===== config.mk =====
export PLATFORM = sky130hd
export DESIGN_NAME = ssp_port
export DESIGN_NICKNAME = d
export VERILOG_FILES = /design/src/hdl/ssp_pkg.sv /design/src/hdl/ssp_sync.sv /design/src/hdl/ssp_prescaler.sv /design/src/hdl/ssp_port.sv
export SDC_FILE = /design/constraint.sdc
export NUM_CORES = 1
export LEC_CHECK = 0
export BUFFER_PORTS_ARGS = -buffer_cell sky130_fd_sc_hd__buf_2
export CORE_MARGIN = 2
export CORE_UTILIZATION = 55
export CTS_CLUSTER_SIZE = 14
export DETAILED_ROUTE_END_ITERATION = 12
export PLACE_DENSITY = 0.77
export SYNTH_ARGS = -nofsm -noshare
export SYNTH_HDL_FRONTEND = slang
export SYNTH_SLANG_ARGS = --single-unit

===== constraint.sdc =====
create_clock -name i_clk -period 3 [get_ports i_clk]
set_clock_uncertainty 0.05 [all_clocks]
set_input_delay 0 -clock i_clk [delete_from_list [all_inputs] [get_ports i_clk]]
set_output_delay 0 -clock i_clk [all_outputs]
set_load 0.01 [all_outputs]

===== src/hdl/ssp_pkg.sv =====
// Package of constants and types for the serial peripheral port
package ssp_pkg;
    localparam int SSP_W = 16;
    localparam logic [3:0] SSP_BITS8 = 4'h7;
    localparam logic [3:0] SSP_BITS16 = 4'hf;
    localparam logic [3:0] SSP_MSB8 = 4'h7;
    localparam logic [3:0] SSP_MSB16 = 4'hf;
    localparam logic [15:0] SSP_WORD_RST = 16'h0000;
    localparam logic [7:0] SSP_DIV_ONE = 8'h01;
    // Primary prescale codes 0..3 give 64,16,4,1; secondary codes 0..7 give 8..1
    localparam logic [7:0] SSP_PRI_64 = 8'h40;
    localparam logic [7:0] SSP_PRI_16 = 8'h10;
    localparam logic [7:0] SSP_PRI_4 = 8'h04;
    localparam logic [7:0] SSP_PRI_1 = 8'h01;
    localparam logic [3:0] SSP_SEC_MAX = 4'h8;

    typedef struct packed {
        logic enable;
        logic master;
        logic word_width_sel;
        logic clock_idle_polarity;
        logic clock_edge_sel;
        logic select_control_enable;
        logic data_out_disable;
        logic [1:0] primary_prescale;
        logic [2:0] secondary_prescale;
    } ssp_port_control_s;

    typedef struct packed {
        logic rx_overflow;
        logic tx_full;
        logic rx_full;
    } ssp_port_status_s;

    typedef enum logic [2:0] {
        SSP_IDLE = 3'b001,
        SSP_LEAD = 3'b010,
        SSP_TRAIL = 3'b100
    } ssp_state_e;
endpackage


===== src/hdl/ssp_sync.sv =====
// Two-stage synchroniser for one pin input
`timescale 1ns/1ps
module ssp_sync (
    input wire logic i_clk,
    input wire logic i_rst,
    input wire logic i_d,
    output logic o_q
);
    logic meta;
    always_ff @(posedge i_clk) begin
        if (i_rst) begin
            meta <= 1'b0;
            o_q <= 1'b0;
        end else begin
            meta <= i_d;
            o_q <= meta;
        end
    end
endmodule


===== src/hdl/ssp_prescaler.sv =====
// Two-stage prescaler giving a half-period enable pulse for the master clock
`timescale 1ns/1ps
module ssp_prescaler
    import ssp_pkg::*;
(
    input wire logic i_clk,
    input wire logic i_rst,
    input wire logic i_run,
    input wire logic [1:0] i_primary_prescale,
    input wire logic [2:0] i_secondary_prescale,
    output logic o_tick
);
    logic [7:0] pri_cnt;
    logic [3:0] sec_cnt;
    logic [7:0] next_pri_cnt;
    logic [3:0] next_sec_cnt;
    logic [7:0] pri_div;
    logic [3:0] sec_div;
    logic pri_tick;

    always_comb begin
        unique case (i_primary_prescale)
            2'h0: pri_div = SSP_PRI_64;
            2'h1: pri_div = SSP_PRI_16;
            2'h2: pri_div = SSP_PRI_4;
            2'h3: pri_div = SSP_PRI_1;
        endcase
        sec_div = SSP_SEC_MAX - {1'b0, i_secondary_prescale};
        pri_tick = (pri_cnt == pri_div - SSP_DIV_ONE);
        next_pri_cnt = pri_tick ? 8'h00 : pri_cnt + 8'h01;
        next_sec_cnt = sec_cnt;
        o_tick = 1'b0;
        if (pri_tick) begin
            if (sec_cnt == sec_div - 4'h1) begin
                next_sec_cnt = 4'h0;
                o_tick = 1'b1;
            end else begin
                next_sec_cnt = sec_cnt + 4'h1;
            end
        end
        if (!i_run) begin
            next_pri_cnt = 8'h00;
            next_sec_cnt = 4'h0;
            o_tick = 1'b0;
        end
    end

    always_ff @(posedge i_clk) begin
        if (i_rst) begin
            pri_cnt <= 8'h00;
            sec_cnt <= 4'h0;
        end else begin
            pri_cnt <= next_pri_cnt;
            sec_cnt <= next_sec_cnt;
        end
    end
endmodule


===== src/hdl/ssp_port.sv =====
// Serial peripheral port: shift register, double buffers, master and slave clocking
`timescale 1ns/1ps
// Contract
// RL1: One 16-bit shift register plus a software-visible data buffer.
// RL2: Link has data in, data out, shift clock and active-low select.
// RL3: Master drives shift clock; slave receives it.
// RL4: Transfers are 8 or 16 pulses, one bit out and in per pulse.
// RL5: Completion sets the done flag; interrupt only when enabled.
// RL6: Received word moves from shift register into receive buffer.
// RL7: Full receive buffer on move sets overflow and drops the word.
// RL8: Overflow freezes shifting until software reads the buffer.
// RL9: At transfer end, copy to receive buffer then load pending transmit data.
// RL10: Write goes to transmit buffer, read returns receive buffer.
// RL11: Master prescales system clock and starts on buffer write.
// RL12: Master raises done at the middle of the last bit.
// RL13: Slave shifts only on external master's clock pulses.
// RL14: Slave raises done when it latches the last bit.
// RL15: With select control, act only while select low; data out off when high.
// RL16: Input clock passes a 2-bit then a 3-bit prescaler.
// RL17: Edge select picks which clock transition launches data; the master ignores it and launches on the active-to-idle transition.
// RL18: Polarity bit sets shift clock idle level.
// RL19: Out from bit 7 or bit 15; in at bit 0.
// RL20: Changing word width resets the port.
// RL21: Select rising resets counters; next fall restarts at the top bit.
// RL22: Data-out disable stops driving serial data out.
// RL23: Prescale codes map monotonically to fixed division factors.
// RL24: Reset clears overflow, buffer flags, counter; clock idles. The master clock resets low, even with idle-high polarity.
module ssp_port
    import ssp_pkg::*;
(
    input wire logic i_clk,
    input wire logic i_rst,
    input wire ssp_pkg::ssp_port_control_s i_port_control,
    input wire logic i_port1_done_enable,
    input wire logic i_buf_wr,
    input wire logic [15:0] i_buf_wdata,
    input wire logic i_buf_rd,
    output logic [15:0] o_data_buffer,
    output ssp_pkg::ssp_port_status_s o_port_status,
    output logic o_port1_done_flag,
    input wire logic i_done_clear,
    output logic o_irq,
    input wire logic i_serial_data_in,
    output logic o_serial_data_out,
    output logic o_serial_data_out_oe_n,
    input wire logic i_shift_clock,
    output logic o_shift_clock,
    output logic o_shift_clock_oe_n,
    input wire logic i_slave_select_n
);
    import ssp_pkg::*;

    logic sdi_s;
    logic sck_s;
    logic ss_n_s;
    logic sel_s;
    logic [2:0] sync_fill;
    logic [2:0] next_sync_fill;
    logic sync_live;
    logic tick;
    logic [15:0] shift_reg;
    logic [15:0] rx_holding;
    logic [15:0] tx_holding;
    logic [3:0] bit_cnt;
    logic rx_full;
    logic tx_full;
    logic rx_overflow;
    logic done_flag;
    logic sck_out;
    logic sck_prev;
    logic ss_prev;
    logic width_prev;
    logic sdo;
    logic in_bit;
    ssp_state_e state;

    logic [15:0] next_shift_reg;
    logic [15:0] next_rx_holding;
    logic [15:0] next_tx_holding;
    logic [3:0] next_bit_cnt;
    logic next_rx_full;
    logic next_tx_full;
    logic next_rx_overflow;
    logic next_done_flag;
    logic next_sck_out;
    logic next_sdo;
    logic next_in_bit;
    ssp_state_e next_state;

    logic [3:0] last_bit;
    logic [3:0] msb_idx;
    logic active_edge;
    logic launch_edge;
    logic sample_edge;
    logic ext_rise;
    logic ext_fall;
    logic sel_ok;
    logic restart;
    logic word_done;
    logic done_set;

    ssp_sync u_sync_sdi (.i_clk(i_clk), .i_rst(i_rst), .i_d(i_serial_data_in), .o_q(sdi_s));
    ssp_sync u_sync_sck (.i_clk(i_clk), .i_rst(i_rst), .i_d(i_shift_clock), .o_q(sck_s));
    // Select is synchronised as active high so its reset value means deselected
    ssp_sync u_sync_ss (.i_clk(i_clk), .i_rst(i_rst), .i_d(!i_slave_select_n), .o_q(sel_s));

    // Prescaler runs only during a master word, so each word starts on a full half period
    ssp_prescaler u_pre (
        .i_clk(i_clk),
        .i_rst(i_rst),
        .i_run(i_port_control.enable && i_port_control.master && state != SSP_IDLE),
        .i_primary_prescale(i_port_control.primary_prescale), // RL16 RL23
        .i_secondary_prescale(i_port_control.secondary_prescale),
        .o_tick(tick)
    );

    always_comb begin
        ss_n_s = !sel_s;
        // Pin edges count only once synchroniser and edge register hold real samples
        next_sync_fill = {sync_fill[1:0], 1'b1};
        sync_live = sync_fill[2];
        last_bit = i_port_control.word_width_sel ? SSP_BITS16 : SSP_BITS8; // RL4
        msb_idx = i_port_control.word_width_sel ? SSP_MSB16 : SSP_MSB8; // RL19
        ext_rise = sync_live && sck_s && !sck_prev;
        ext_fall = sync_live && !sck_s && sck_prev;
        // Active edge leaves idle level; trailing edge returns to it
        active_edge = i_port_control.clock_idle_polarity ? ext_fall : ext_rise; // RL18
        sel_ok = !i_port_control.select_control_enable || !ss_n_s; // RL15
        // Disable, a width change or a select release all drop the port back to idle
        restart = (i_port_control.select_control_enable && ss_n_s && !ss_prev) // RL21
            || (i_port_control.word_width_sel != width_prev) // RL20
            || !i_port_control.enable;
        // Slave: edge select 1 launches on active-to-idle, samples on idle-to-active
        if (i_port_control.clock_edge_sel) begin // RL17
            sample_edge = active_edge;
            launch_edge = i_port_control.clock_idle_polarity ? ext_rise : ext_fall;
        end else begin
            sample_edge = i_port_control.clock_idle_polarity ? ext_rise : ext_fall;
            launch_edge = active_edge;
        end
    end

    always_comb begin
        next_shift_reg = shift_reg;
        next_rx_holding = rx_holding;
        next_tx_holding = tx_holding;
        next_bit_cnt = bit_cnt;
        next_rx_full = rx_full;
        next_tx_full = tx_full;
        next_rx_overflow = rx_overflow;
        next_sck_out = sck_out;
        next_sdo = sdo;
        next_in_bit = in_bit;
        next_state = state;
        word_done = 1'b0;
        if (i_buf_wr) begin // RL10
            next_tx_holding = i_buf_wdata;
            next_tx_full = 1'b1;
        end
        if (i_buf_rd) begin
            next_rx_full = 1'b0;
            next_rx_overflow = 1'b0; // RL8
        end
        if (restart) begin
            next_bit_cnt = 4'h0;
            next_state = SSP_IDLE;
            next_sck_out = i_port_control.clock_idle_polarity; // RL18
            if (!i_port_control.enable) begin
                next_rx_full = 1'b0;
                next_tx_full = i_buf_wr;
                next_rx_overflow = 1'b0;
            end
        end else if (rx_overflow) begin
            // A master frozen here holds its clock level until the buffer is read
            next_state = state; // RL8
        end else if (i_port_control.master) begin // RL3 RL11
            unique case (state)
                SSP_IDLE: begin
                    next_sck_out = i_port_control.clock_idle_polarity;
                    if (tx_full) begin
                        next_shift_reg = tx_holding;
                        next_tx_full = i_buf_wr;
                        next_bit_cnt = 4'h0;
                        next_sdo = tx_holding[msb_idx]; // RL19
                        next_state = SSP_LEAD;
                    end
                end
                SSP_LEAD: if (tick) begin
                    next_sck_out = !i_port_control.clock_idle_polarity;
                    next_in_bit = sdi_s; // RL4
                    next_state = SSP_TRAIL;
                    word_done = (bit_cnt == last_bit); // RL12
                end
                SSP_TRAIL: if (tick) begin
                    next_sck_out = i_port_control.clock_idle_polarity;
                    next_shift_reg = {shift_reg[14:0], in_bit}; // RL19
                    next_sdo = shift_reg[msb_idx - 4'h1];
                    next_bit_cnt = bit_cnt + 4'h1;
                    if (bit_cnt == last_bit) begin
                        next_state = SSP_IDLE;
                    end else begin
                        next_state = SSP_LEAD;
                    end
                end
                default: next_state = SSP_IDLE;
            endcase
        end else if (sel_ok) begin // RL13 RL3
            // Pin edges arrive two cycles late; data in is delayed alike
            if (sample_edge) begin
                next_shift_reg = {shift_reg[14:0], sdi_s}; // RL4 RL19
                next_bit_cnt = bit_cnt + 4'h1;
                if (bit_cnt == last_bit) begin
                    word_done = 1'b1; // RL14
                    next_bit_cnt = 4'h0;
                end
            end
            if (state == SSP_IDLE && tx_full) begin
                // A write made before the frame is the first word sent
                next_shift_reg = tx_holding; // RL9
                next_tx_full = i_buf_wr;
                next_sdo = tx_holding[msb_idx]; // RL19
                next_state = SSP_LEAD;
            end else if (launch_edge || state == SSP_IDLE) begin
                next_sdo = shift_reg[msb_idx];
                next_state = SSP_LEAD;
            end
        end
        // Word complete: receive copy, overflow check, slave reloads transmit
        if (word_done && !restart) begin
            if (rx_full && !i_buf_rd) begin
                next_rx_overflow = 1'b1; // RL7
            end else begin
                // Master takes its last bit from the pin; the shift is still half a bit away
                next_rx_holding = i_port_control.master ? {shift_reg[14:0], sdi_s}
                    : next_shift_reg; // RL6 RL9
                next_rx_full = 1'b1;
            end
            if (!i_port_control.master && (tx_full || i_buf_wr)) begin
                next_shift_reg = i_buf_wr ? i_buf_wdata : tx_holding; // RL9
                next_tx_full = 1'b0;
                next_state = SSP_IDLE;
            end
        end
        // A clear in the same cycle as a new completion loses
        done_set = word_done && !restart;
        next_done_flag = done_set || (done_flag && !i_done_clear); // RL5
    end

    always_ff @(posedge i_clk) begin
        if (i_rst) begin // RL24
            shift_reg <= SSP_WORD_RST;
            rx_holding <= SSP_WORD_RST;
            tx_holding <= SSP_WORD_RST;
            bit_cnt <= 4'h0;
            rx_full <= 1'b0;
            tx_full <= 1'b0;
            rx_overflow <= 1'b0;
            done_flag <= 1'b0;
            sck_out <= 1'b0;
            sck_prev <= 1'b0;
            ss_prev <= 1'b1;
            width_prev <= 1'b0;
            sdo <= 1'b0;
            in_bit <= 1'b0;
            state <= SSP_IDLE;
            sync_fill <= 3'h0;
        end else begin
            shift_reg <= next_shift_reg;
            rx_holding <= next_rx_holding;
            tx_holding <= next_tx_holding;
            bit_cnt <= next_bit_cnt;
            rx_full <= next_rx_full;
            tx_full <= next_tx_full;
            rx_overflow <= next_rx_overflow;
            done_flag <= next_done_flag;
            sck_out <= next_sck_out;
            sck_prev <= sck_s;
            ss_prev <= ss_n_s;
            width_prev <= i_port_control.word_width_sel;
            sdo <= next_sdo;
            in_bit <= next_in_bit;
            state <= next_state;
            sync_fill <= next_sync_fill;
        end
    end

    always_comb begin
        o_data_buffer = rx_holding; // RL10 RL1
        o_port_status = '{rx_overflow: rx_overflow, tx_full: tx_full, rx_full: rx_full};
        o_port1_done_flag = done_flag;
        o_irq = done_flag && i_port1_done_enable; // RL5
        o_serial_data_out = sdo;
        // Reset idle level follows polarity once control settles
        o_shift_clock = (i_port_control.master && i_port_control.enable) ? sck_out
            : i_port_control.clock_idle_polarity; // RL18 RL24
        o_shift_clock_oe_n = !(i_port_control.master && i_port_control.enable); // RL3
        // Data out floats when disabled, suppressed or deselected
        o_serial_data_out_oe_n = !i_port_control.enable
            || i_port_control.data_out_disable // RL22
            || (!i_port_control.master && i_port_control.select_control_enable
                && ss_n_s); // RL15 RL2
    end
endmodule


==> results.yml <==
routing:
  drc_errors: 0
  first_iter_violations: 497
  routed_wirelength_um: 14400
  vias: 5073
  viasPerCell: 6.40
  dr.pass1.iters: 5
  wl_per_cell_um: 18.2
  antenna_left: 0
finish:
  nets: 721
  multi_input_area_um2: 2990
  n_antenna_cell: 0
  syn_to_final_growth_pct: 16.6
  register_area_um2: 1720
  finish.instance_area_um2: 5790
  layout-drive-gt1-share: 0.182
  fillers: 741
  final_cells: 793
power:
  p_leak_nw: 2.28
  p_per_area_nw_per_um2: 434
  peakVddDrop_uv: 312
timing:
  hold_viol_final: 0
  rsz0062_at_grt: "false"
  period_needed_ns: 2.79
  setup_viol: 0
  max_clock_freq_ghz: 0.358
  tightest_slew_ns: 0.854
  fin_crit_sh: 0.930
  slew_violations: 0
  fin_tns_setup_ns: 0
  relSlewSlack: 0.429
global_route:
  grtUsageTotal: 0.298
  grt-ovfl-total: 0
  grt_pass1_vias: 5052
  grt_pass1_wl_um: 23700
  antenna_found_initial: 0
  grt_max_degree: 40
clock_tree:
  clk_latency_ns: 0.37
  cts.path.max_buffers: 2
  cts_max_level: 3
  postCtsResizedCells: 0
  clock-sinks: 86
  cts_buffers: 9
  cts_tree: "yes"
  root_buffer: "clkbuf_8"
  clk_pin_slew_ns: 0.10
floorplan:
  io_pins: 62
  core_um2: 8720
  die_h_um: 99.0
  initial_core_util: 0.569
  die_w_um: 99.0
  rows: 34
  die-area_um2: 9800
worst_hold_path:
  min-delay-path-class: "input port to flip-flop"
  hp-start: "i_port_control[10]"
worst_setup_path:
  r2r_start: "u_sync_ss.o_q"
  ff2ff_path_depth: 7
  startpoint_type: "flip-flop"
  crit_path_start: "u_sync_ss.o_q"
  critPathMaxFanout: 9
  cp-end-kind: "flip-flop"
  rrSetupSlack_ns: 0.21
  required_ns: 3.27
  cp.arrival_ns: 3.06
  crit_path_end: "rx_overflow"
  worst_r2r_endpoint: "rx_overflow"
  path_class: "flip-flop to flip-flop"
placement:
  dpl.hpwl_um: 9770
  dp_cells: 752
  io_buffers: 61
  place_congestion: 0.940
  placed_area_um2: 5330
synthesis:
  ys.flop_type: "dfxtp_1"
  async_flop_share: 0
  ys_seq_area_frac: 0.347
  synth_nets: 654
  synth_edf_count: 0
  avgSynthCellArea_um2: 8.10
  yosysUniqueCellTypes: 75
  syn_area_um2: 4970
  synth-seq-cells: 86
  yosysWarnings: 0
  syn_inst: 613
status:
  status: "finished, final reports clean"
job:
  cap_violations: 0
==> metal layers <==
metal  vias to the layer above  global-route usage  wire [um]
met5                         -                   0          0
met4                         0               0.138        406
met3                        52              0.0539       1070
met2                       266               0.497       6940
met1                      2390               0.372       6010
li1                       2365                   -          -
==> layout by cell type (no fill, tap or decap), drive strengths merged, types with 5 or more instances in the layout <==
master / instances
nand2b: 7
mux2i: 26
o22ai: 13
nand3: 10
a31oi: 17
nor3: 13
xnor2: 11
nand3b: 5
nor2b: 18
clkbuf: 10
buf: 78
a211oi: 10
a21oi: 41
and3: 7
nor2: 76
a22o: 6
inv: 12
nor4: 9
dlygate4sd3: 25
nand2: 62
or3b: 6
a211o: 8
xor2: 5
dfxtp: 86
o21ai: 42
or4: 5
==> synthesized netlist by cell type, drive strengths merged (5+ instances only) <==
cell type,count,area [um2]
dfxtp,86,1720
nand2b,7,43.8
nand3,10,50.1
a22o,6,52.6
o21ai,42,214
a31oi,17,125
nor2,76,290
and3,7,43.8
buf,20,120
or4,5,37.5
nand2,62,233
a21oi,41,205
xnor2,11,96.3
nor4,9,75.1
xor2,5,43.8
nand3b,5,37.5
a211o,8,70.1
mux2i,26,260
a211oi,10,95.1
inv,10,37.5
nor3,13,76.3
nor2b,18,113
or3b,6,55.1
clkbuf,27,101
o22ai,13,87.6
==> worst min path at each step <==
stage,endpoint,cells past startpoint
after floorplan,u_sync_ss.meta,1
after global placement,u_sync_ss.meta,2
after detailed placement,u_sync_ss.meta,2
after CTS,state[2],4
after global routing,state[2],4
final,state[2],4
==> final cells by class <==
cell class	instances	share of cell area
tap	108	0.0233
clock buffer	10	0.0238
timing repair buffer	103	0.120
sequential	86	0.297
clock inverter	6	0.0119
multi-input combinational	470	0.517
inverter	10	0.00648
==> logic make-up (layout without fill, tap and decap cells) <==
kind of cell               after synthesis  in the layout  synth area share
buffers and inverters                   57            129            0.0522
DFF                                     86             86             0.347
and+or+nand+nor                        240            240             0.245
AOI/OAI and AO/OA                      180            180             0.251
xor gates and xnor gates                16             16            0.0282
adders and majority gates                4              4            0.0101
muxes                                   30             30            0.0668
==> where the power goes <==
part           leakage [nW]  switching [mW]  internal [mW]
combinational          1.47           0.221          0.172
clock                 0.103           0.466          0.414
sequential            0.701          0.0582           1.18
==> worst max-delay path, stage by stage, from the launching register on <==
cell and delay (ns):
dfxtp_1 0.42, nor2b_1 0.22, or4_1 0.62, nor4_1 0.34
a31o_1 0.19, nand2_1 0.08, a211oi_1 0.26, dlygate4sd3_1 0.58
==> what timing repair did <==
item	CTS	global route
endpoints found under the hold margin	30	0
setup endpoints to repair	0	0
hold buffers	25	0
setup buffers	0	0
==> metrics by stage <==
step | power (mW) | setup WS, ns | hold slack (ns) | utilization
after CTS | 2.50 | 0.320 | 0.0349 | 0.664
after detailed placement | 1.62 | 0.358 | 0.104 | 0.612
after global placement | 1.61 | 0.381 | 0.101 | 0.612
after floorplan | 1.51 | 0.704 | 0.0167 | -
final | 2.51 | 0.209 | 0.0389 | 0.664
after global routing | 2.60 | 0.0679 | 0.0851 | 0.664
(Power assumes the default switching activity.)
